[src/design/amg_pkg.sv]
// constants for the auxiliary mix gain register bank
// assumes a 32-bit apb slave with a 12-bit byte address
package amg_pkg;
  localparam int unsigned AMG_ADDR_W = 12;
  localparam int unsigned AMG_DATA_W = 32;
  localparam int unsigned AMG_REG_W = 16;
  localparam int unsigned AMG_GAIN_W = 5;
  localparam int unsigned AMG_LEVEL_W = 8;
  localparam int unsigned AMG_PWR_W = 3;
  // register indices; byte address is four times the index
  localparam logic [AMG_ADDR_W-1:0] AMG_IDX_AUX1 = 12'h004;
  localparam logic [AMG_ADDR_W-1:0] AMG_IDX_AUX2 = 12'h005;
  localparam logic [AMG_ADDR_W-1:0] AMG_IDX_PWR = 12'h020;
  // mix register layout
  localparam logic [AMG_REG_W-1:0] AMG_MIX_DEFAULT = 16'h8888;
  localparam logic [AMG_REG_W-1:0] AMG_MIX_WMASK = 16'h9f9f;
  localparam int unsigned AMG_LMUTE_BIT = 15;
  localparam int unsigned AMG_LGAIN_LSB = 8;
  localparam int unsigned AMG_RMUTE_BIT = 7;
  localparam int unsigned AMG_RGAIN_LSB = 0;
  // power control register layout
  localparam int unsigned AMG_PWR_CONVDIS_BIT = 0;
  localparam int unsigned AMG_PWR_ANALOG_CHANNELS_POWER_ENABLE_BIT = 1;
  localparam int unsigned AMG_PWR_MIXEN_BIT = 2;
  localparam logic [AMG_PWR_W-1:0] AMG_PWR_RESET = 3'h6;
  // gain level in half-dB units: code 0 is +12 dB, each code -1.5 dB
  localparam logic signed [AMG_LEVEL_W-1:0] AMG_LEVEL_TOP = 8'sh18;
  localparam logic signed [AMG_LEVEL_W-1:0] AMG_LEVEL_STEP = 8'sh03;

  function automatic logic [AMG_ADDR_W-1:0] amg_byte_addr(
    input logic [AMG_ADDR_W-1:0] idx
  );
    amg_byte_addr = {idx[AMG_ADDR_W-3:0], 2'h0};
  endfunction : amg_byte_addr

  function automatic logic signed [AMG_LEVEL_W-1:0] amg_gain_level(
    input logic [AMG_GAIN_W-1:0] code
  );
    logic signed [AMG_LEVEL_W-1:0] c;
    c = signed'({3'h0, code});
    amg_gain_level = AMG_LEVEL_TOP - AMG_LEVEL_STEP * c;
  endfunction : amg_gain_level
endpackage : amg_pkg

[src/design/amg_reg_if.sv]
// link between the register decoder and one mix register
// assumes both ends sit on the same clock
`timescale 1ns/100ps
interface amg_reg_if;
  import amg_pkg::*;
  logic wr;
  logic [AMG_REG_W-1:0] wdata;
  logic hold;
  logic [AMG_REG_W-1:0] value;
  modport ctl (output wr, output wdata, output hold, input value);
  modport store (input wr, input wdata, input hold, output value);
endinterface : amg_reg_if

[src/design/amg_aux_mix_regs.sv]
// apb register bank for the auxiliary 1 and auxiliary 2 mix controls
// assumes an apb master on the same clock and asynchronous pins
// What this block does
// - mute bit 0 passes the aux channel into the mix, 1 silences it
// - gain codes step 1.5 dB: 0 is +12 dB, 8 unity, 31 -34.5 dB
// - after reset the aux 1 register reads 8888 hex
// - reset or power-down pin low forces defaults and drops writes
// - all-conversions-disable at 1 holds defaults and drops writes
// - analog channel power enable at 0 holds defaults, drops writes
// - analog input mix enable at 0 holds defaults, drops writes
//
// The APB slave port was left to the implementer.
`timescale 1ns/100ps
module amg_aux_mix_regs
  import amg_pkg::*;
(
  // clock, reset, clock enable
  input wire logic clock,
  input wire logic rst,
  input wire logic ce,
  // apb slave
  input wire logic psel,
  input wire logic penable,
  input wire logic pwrite,
  input wire logic [amg_pkg::AMG_ADDR_W-1:0] paddr,
  input wire logic [amg_pkg::AMG_DATA_W-1:0] pwdata,
  input wire logic [3:0] pstrb,
  output logic [amg_pkg::AMG_DATA_W-1:0] prdata,
  output logic pready,
  output logic pslverr,
  // device pins
  input wire logic reset_pin_n,
  input wire logic power_down_pin_n,
  // auxiliary 1 toward the first dac
  output logic left_aux1_pass,
  output logic signed [amg_pkg::AMG_LEVEL_W-1:0] left_aux1_level,
  output logic right_aux1_pass,
  output logic signed [amg_pkg::AMG_LEVEL_W-1:0] right_aux1_level,
  // auxiliary 2 toward the mixer
  output logic left_aux2_pass,
  output logic signed [amg_pkg::AMG_LEVEL_W-1:0] left_aux2_level,
  output logic right_aux2_pass,
  output logic signed [amg_pkg::AMG_LEVEL_W-1:0] right_aux2_level
);
  import amg_pkg::*;

  amg_reg_if aux1_if ();
  amg_reg_if aux2_if ();

  logic [1:0] reset_pin_sync_q;
  logic [1:0] pdn_pin_sync_q;
  logic [AMG_PWR_W-1:0] pwr_q;
  logic pready_q;
  logic pslverr_q;
  logic [AMG_DATA_W-1:0] prdata_q;

  // pins are asynchronous: two flops before anything looks at them
  always_ff @(posedge clock)
  begin
    if (rst)
    begin
      reset_pin_sync_q <= 2'h0;
      pdn_pin_sync_q <= 2'h0;
    end
    else if (ce)
    begin
      reset_pin_sync_q <= {reset_pin_sync_q[0], reset_pin_n};
      pdn_pin_sync_q <= {pdn_pin_sync_q[0], power_down_pin_n};
    end
  end

  wire reset_pin_low = ~reset_pin_sync_q[1];
  wire pdn_pin_low = ~pdn_pin_sync_q[1];
  wire all_conversions_disable = pwr_q[AMG_PWR_CONVDIS_BIT];
  wire analog_channels_power_enable = pwr_q[AMG_PWR_ANALOG_CHANNELS_POWER_ENABLE_BIT];
  wire analog_input_mix_enable = pwr_q[AMG_PWR_MIXEN_BIT];

  wire mix_hold = reset_pin_low | pdn_pin_low
                | all_conversions_disable
                | ~analog_channels_power_enable
                | ~analog_input_mix_enable;

  // address decode
  wire hit_aux1 = paddr == amg_byte_addr(AMG_IDX_AUX1);
  wire hit_aux2 = paddr == amg_byte_addr(AMG_IDX_AUX2);
  wire hit_pwr = paddr == amg_byte_addr(AMG_IDX_PWR);
  wire hit_any = hit_aux1 | hit_aux2 | hit_pwr;
  wire setup = psel & ~penable;
  wire commit = psel & penable & pready_q;
  wire wr_ok = commit & pwrite & ~pslverr_q;

  // byte lanes merge into the old value; reserved bits always store zero
  function automatic logic [AMG_REG_W-1:0] merge_lanes(
    input logic [AMG_REG_W-1:0] old_value,
    input logic [AMG_REG_W-1:0] new_value,
    input logic [AMG_REG_W-1:0] mask
  );
    merge_lanes = ((new_value & mask) | (old_value & ~mask)) & AMG_MIX_WMASK;
  endfunction : merge_lanes

  wire [AMG_REG_W-1:0] lane_mask = {{8{pstrb[1]}}, {8{pstrb[0]}}};
  wire [AMG_REG_W-1:0] wdata16 = pwdata[AMG_REG_W-1:0];
  wire [AMG_REG_W-1:0] aux1_new =
    merge_lanes(aux1_if.value, wdata16, lane_mask);
  wire [AMG_REG_W-1:0] aux2_new =
    merge_lanes(aux2_if.value, wdata16, lane_mask);

  assign aux1_if.wr = wr_ok & hit_aux1;
  assign aux1_if.wdata = aux1_new;
  assign aux1_if.hold = mix_hold;
  assign aux2_if.wr = wr_ok & hit_aux2;
  assign aux2_if.wdata = aux2_new;
  assign aux2_if.hold = mix_hold;

  wire pwr_wr = wr_ok & hit_pwr & pstrb[0];

  // read mux: unused upper bits read as zero
  wire [AMG_DATA_W-1:0] rd_mux =
    hit_aux1 ? {16'h0000, aux1_if.value} :
    hit_aux2 ? {16'h0000, aux2_if.value} :
    hit_pwr ? {29'h0000000, pwr_q} : 32'h00000000;

  always_ff @(posedge clock)
  begin
    if (rst)
      pwr_q <= AMG_PWR_RESET;
    else if (ce && pwr_wr)
      pwr_q <= pwdata[AMG_PWR_W-1:0];
  end

  // one wait-free access phase: ready rises the cycle after setup
  always_ff @(posedge clock)
  begin
    if (rst)
    begin
      pready_q <= 1'b0;
      pslverr_q <= 1'b0;
      prdata_q <= '0;
    end
    else if (ce)
    begin
      pready_q <= setup;
      pslverr_q <= setup & ~hit_any;
      if (setup)
        prdata_q <= pwrite ? 32'h00000000 : rd_mux;
    end
  end

  assign prdata = prdata_q;
  assign pready = pready_q;
  assign pslverr = pslverr_q;

  amg_mix_reg u_aux1 (
    .clock(clock),
    .rst(rst),
    .ce(ce),
    .bus(aux1_if.store),
    .left_pass(left_aux1_pass),
    .left_level(left_aux1_level),
    .right_pass(right_aux1_pass),
    .right_level(right_aux1_level)
  );

  amg_mix_reg u_aux2 (
    .clock(clock),
    .rst(rst),
    .ce(ce),
    .bus(aux2_if.store),
    .left_pass(left_aux2_pass),
    .left_level(left_aux2_level),
    .right_pass(right_aux2_pass),
    .right_level(right_aux2_level)
  );
endmodule : amg_aux_mix_regs

[src/design/amg_mix_reg.sv]
// one auxiliary mix register with its mute and gain decode
// assumes the decoder masks reserved bits and merges byte lanes
`timescale 1ns/100ps
module amg_mix_reg
  import amg_pkg::*;
(
  // clock and reset
  input wire logic clock,
  input wire logic rst,
  input wire logic ce,
  // decoder side
  amg_reg_if.store bus,
  // mix control toward the analog section
  output logic left_pass,
  output logic signed [amg_pkg::AMG_LEVEL_W-1:0] left_level,
  output logic right_pass,
  output logic signed [amg_pkg::AMG_LEVEL_W-1:0] right_level
);
  import amg_pkg::*;

  logic [AMG_REG_W-1:0] value_q;
  logic [AMG_REG_W-1:0] value_d;
  wire [AMG_GAIN_W-1:0] lgain = value_q[AMG_LGAIN_LSB +: AMG_GAIN_W];
  wire [AMG_GAIN_W-1:0] rgain = value_q[AMG_RGAIN_LSB +: AMG_GAIN_W];

  // held at default and deaf to writes while any hold term is set
  assign value_d = bus.hold ? AMG_MIX_DEFAULT :
                   bus.wr ? bus.wdata : value_q;
  assign bus.value = value_q;

  always_ff @(posedge clock)
  begin
    if (rst)
      value_q <= AMG_MIX_DEFAULT;
    else if (ce)
      value_q <= value_d;
  end

  // decode lags the register by one cycle so outputs stay flopped
  always_ff @(posedge clock)
  begin
    if (rst)
    begin
      left_pass <= 1'b0;
      right_pass <= 1'b0;
      left_level <= '0;
      right_level <= '0;
    end
    else if (ce)
    begin
      left_pass <= ~value_q[AMG_LMUTE_BIT];
      right_pass <= ~value_q[AMG_RMUTE_BIT];
      left_level <= amg_gain_level(lgain);
      right_level <= amg_gain_level(rgain);
    end
  end
endmodule : amg_mix_reg

[config.mk]
export PLATFORM = sky130hd
export DESIGN_NAME = amg_aux_mix_regs
export DESIGN_NICKNAME = d
export VERILOG_FILES = /design/src/design/amg_pkg.sv /design/src/design/amg_reg_if.sv /design/src/design/amg_aux_mix_regs.sv /design/src/design/amg_mix_reg.sv
export SDC_FILE = /design/constraint.sdc
export NUM_CORES = 1
export LEC_CHECK = 0
export ABC_AREA = 1
export BUFFER_PORTS_ARGS = -buffer_cell sky130_fd_sc_hd__clkbuf_2
export CORE_MARGIN = 10
export CORE_UTILIZATION = 54
export DETAILED_ROUTE_END_ITERATION = 8
export GPL_ROUTABILITY_DRIVEN = 1
export HOLD_SLACK_MARGIN = 0.12
export PLACE_DENSITY_LB_ADDON = 0.08
export SLEW_MARGIN = 20
export SYNTH_ARGS = -nofsm -noshare
export SYNTH_HDL_FRONTEND = slang
export SYNTH_HIERARCHICAL = 1
export SYNTH_SLANG_ARGS = --single-unit
[constraint.sdc]
create_clock -name clock -period 3.5 [get_ports clock]
set_input_delay 0.175 -clock clock [delete_from_list [all_inputs] [get_ports clock]]
set_output_delay 0.175 -clock clock [all_outputs]
set_load 0.01 [all_outputs]
==> metrics.txt <==
Horiz. Die Dim=121 um; Num CTS Buffers=9; run status=finished, final reports clean; delay-heaviest family, CP=compound AO/OA/AOI/OAI gates; die area=14700 um^2; Initial Util=56.2%; Worst Max-Slew Pin Slew=0.890 ns; initial antenna violation count=0; 1st-iter DRT viols=~440; worst path required time=about 3.7 ns; kind of critical path=reg2reg; GRT Overall Usage=18.4%; CP startpoint kind=flop; post-synthesis sequential element count=93; Routability Congestion=approximately 0.86; Vias=5197; Slew Limit Fails=0; most common cell after layout, fill and taps aside=nand2_1; worst path buffer plus inverter count=1; filler instances=~900; Rows=36; Lkg Pwr=0.00309 uW; most frequent cells in the layout=nand2_1, inv_1, dfxtp_1; Die Height=121 um; total gr overflow=0; vias per inst=5.20; Fin Setup TNS=0 ns; sequential area share after synthesis=33.6%; root buffer cell=clkbuf_8; IO Pins=126; ANT nets after route=0; Cells after Synth=approximately 800; asr flop ratio synth=0%; Routed WL per cell=approximately 14 um; final hold vios=0; Final Setup Violations=0; Antenna Cells=0; Power, Total=roughly 2200 uW; CTS Sinks=93; EDFF count, synth=0; post-DP HPWL=10.5 mm; count of warnings emitted by yosys=6; syn_area_per_cell=7.10 um^2; clk slew on worst S/H paths=0.10 ns; CP max-delay cell=o21ai_4; Clock Path Buffers=2; Worst slew margin=roughly two fifths; CP Cell Sequence=nand2_1 > nor2_1 > nand3_1 > o21ai_4 > inv_4 > o21ai_1 > o211ai_2; Post-route DRC=0; core area=9860 um^2; synthesis-to-finish area growth=11.5%; crit-path max FO=17; # H-tree levels=3; Max-Cap Viols=0; vias in the first global route=4857; count of nets after finishing=957; Resized cells post-CTS=0; Synth Flop Type=dfxtp_1; post-synth cell types=35; PwrDens=approximately 360 nW/um^2; CTS tree=done; largest net degree at the start of global routing=39; Arrival @ worst endpoint=2.49 ns; RSZ-0062 raised after global routing=no; Critical Path Sink Type=flop; Worst Skew=about 0.015 ns; final WL=13.9 mm; share of layout cells above drive strength 1=between 10% and 20%; DR pass1 iterations=6; post-synthesis cell area=5540 um^2; CP max stage delay=0.65 ns; HP Class=in2reg; # port buffers=87; first-pass GRT wire length=roughly 23 mm; clk_lat worst skew=0.38 ns; crit share post-route=64.4%; fmax=444 MHz; fin crit period=2.25 ns; maximum vdd drop=168 uV
## repair_timing
action | in CTS | in global routing
endpoints found under the hold margin | 5 | 0
hold buffers | 5 | 0
buffers inserted | 0 | 0
## power by group
| group | switching (uW) | total (uW) | internal (uW) |
|---|---|---|---|
| logic | 225 | 349 | 124 |
| clock network | 408 | 744 | 336 |
| registers | 27.9 | 1130 | 1100 |
| total | 661 | 2220 | 1560 |
## layer usage
| metal | GRT usage [%] | wire length [um] | vias up |
|---|---|---|---|
| met1 | 22.3 | 5900 | 2381 |
| li1 | - | - | 2627 |
| met2 | 30.8 | 6680 | 172 |
| met5 | 0 | 0 | - |
| met3 | 4.23 | 1030 | 17 |
| met4 | 7.23 | 263 | 0 |
## cell usage after synthesis (all sizes together) (4+ instances only)
master	count	area share, %
o211ai	11	1.9
fa	4	1.4
xor2	6	0.95
inv	118	8.1
nand3	89	8.0
dfxtp	93	34
buf	40	5.3
a211oi	4	0.54
a21oi	60	6.0
nand4	7	0.79
clkbuf	9	0.61
o21ai	70	7.3
nor2	72	5.6
nand2	152	11
ha	36	8.1
## sequential cells by signal (all words and copies together) (netlist names)
signal and flops:
prdata 16, u_aux1/bus.value 16, u_aux2/bus.value 16, u_aux1/left_level 8, u_aux1/right_level 8, u_aux2/left_level 8
u_aux2/right_level 8, pwr_q 3, pdn_pin_sync_q 2, reset_pin_sync_q 2, pready 1, pslverr 1
u_aux1/left_pass 1, u_aux1/right_pass 1, u_aux2/left_pass 1, u_aux2/right_pass 1
## path summary, 6_finish.rpt
kind | startpoint | to | slack [ns] | cells past startpoint
hold reg to reg | prdata[1] | prdata[1] | 0.47 | 2
setup / recovery | pwr_q[2] | u_aux1/bus.value[11] | 1.25 | 7
hold / removal | rst | u_aux2/bus.value[9] | 0.13 | 2
setup reg to reg | pwr_q[2] | u_aux1/bus.value[11] | 1.25 | 7
## through the flow
step | area (um^2) | setup slack, ns | instances | hold slack, ns | util, %
floorplan | 5630 | 1.75 | 803 | 0.288 | -
global placement | 5930 | 1.30 | 978 | 0.398 | 60.1
detailed placement | 5930 | 1.28 | 978 | 0.413 | 60.1
CTS | 6180 | 1.25 | 999 | 0.128 | 62.6
global route | 6180 | 1.08 | 999 | 0.153 | 62.6
finish | 6180 | 1.25 | 999 | 0.129 | 62.6
## cell type report
class / instances / area, um^2 / area share, %
clock buffer: 10 / 128 / 2.07
clock inverter: 6 / 70.1 / 1.13
inverter: 118 / 448 / 7.25
multi-input combinational: 543 / 2990 / 48.4
sequential: 93 / 1860 / 30.1
tap: 133 / 166 / 2.69
timing repair buffer: 96 / 515 / 8.34
## logic make-up (layout without fill, tap and decap cells)
family	Yosys count	count (layout)	share of synthesized area (%)
xor gates and xnor gates	8	8	1.27
buffers and inverters	167	230	14.0
DFF	93	93	33.6
adders and majority gates	40	40	9.58
AOI/OAI and AO/OA	147	147	15.9
other	1	24	0.0677
and+or+nand+nor	324	324	25.6
(Power assumes the default switching activity.)
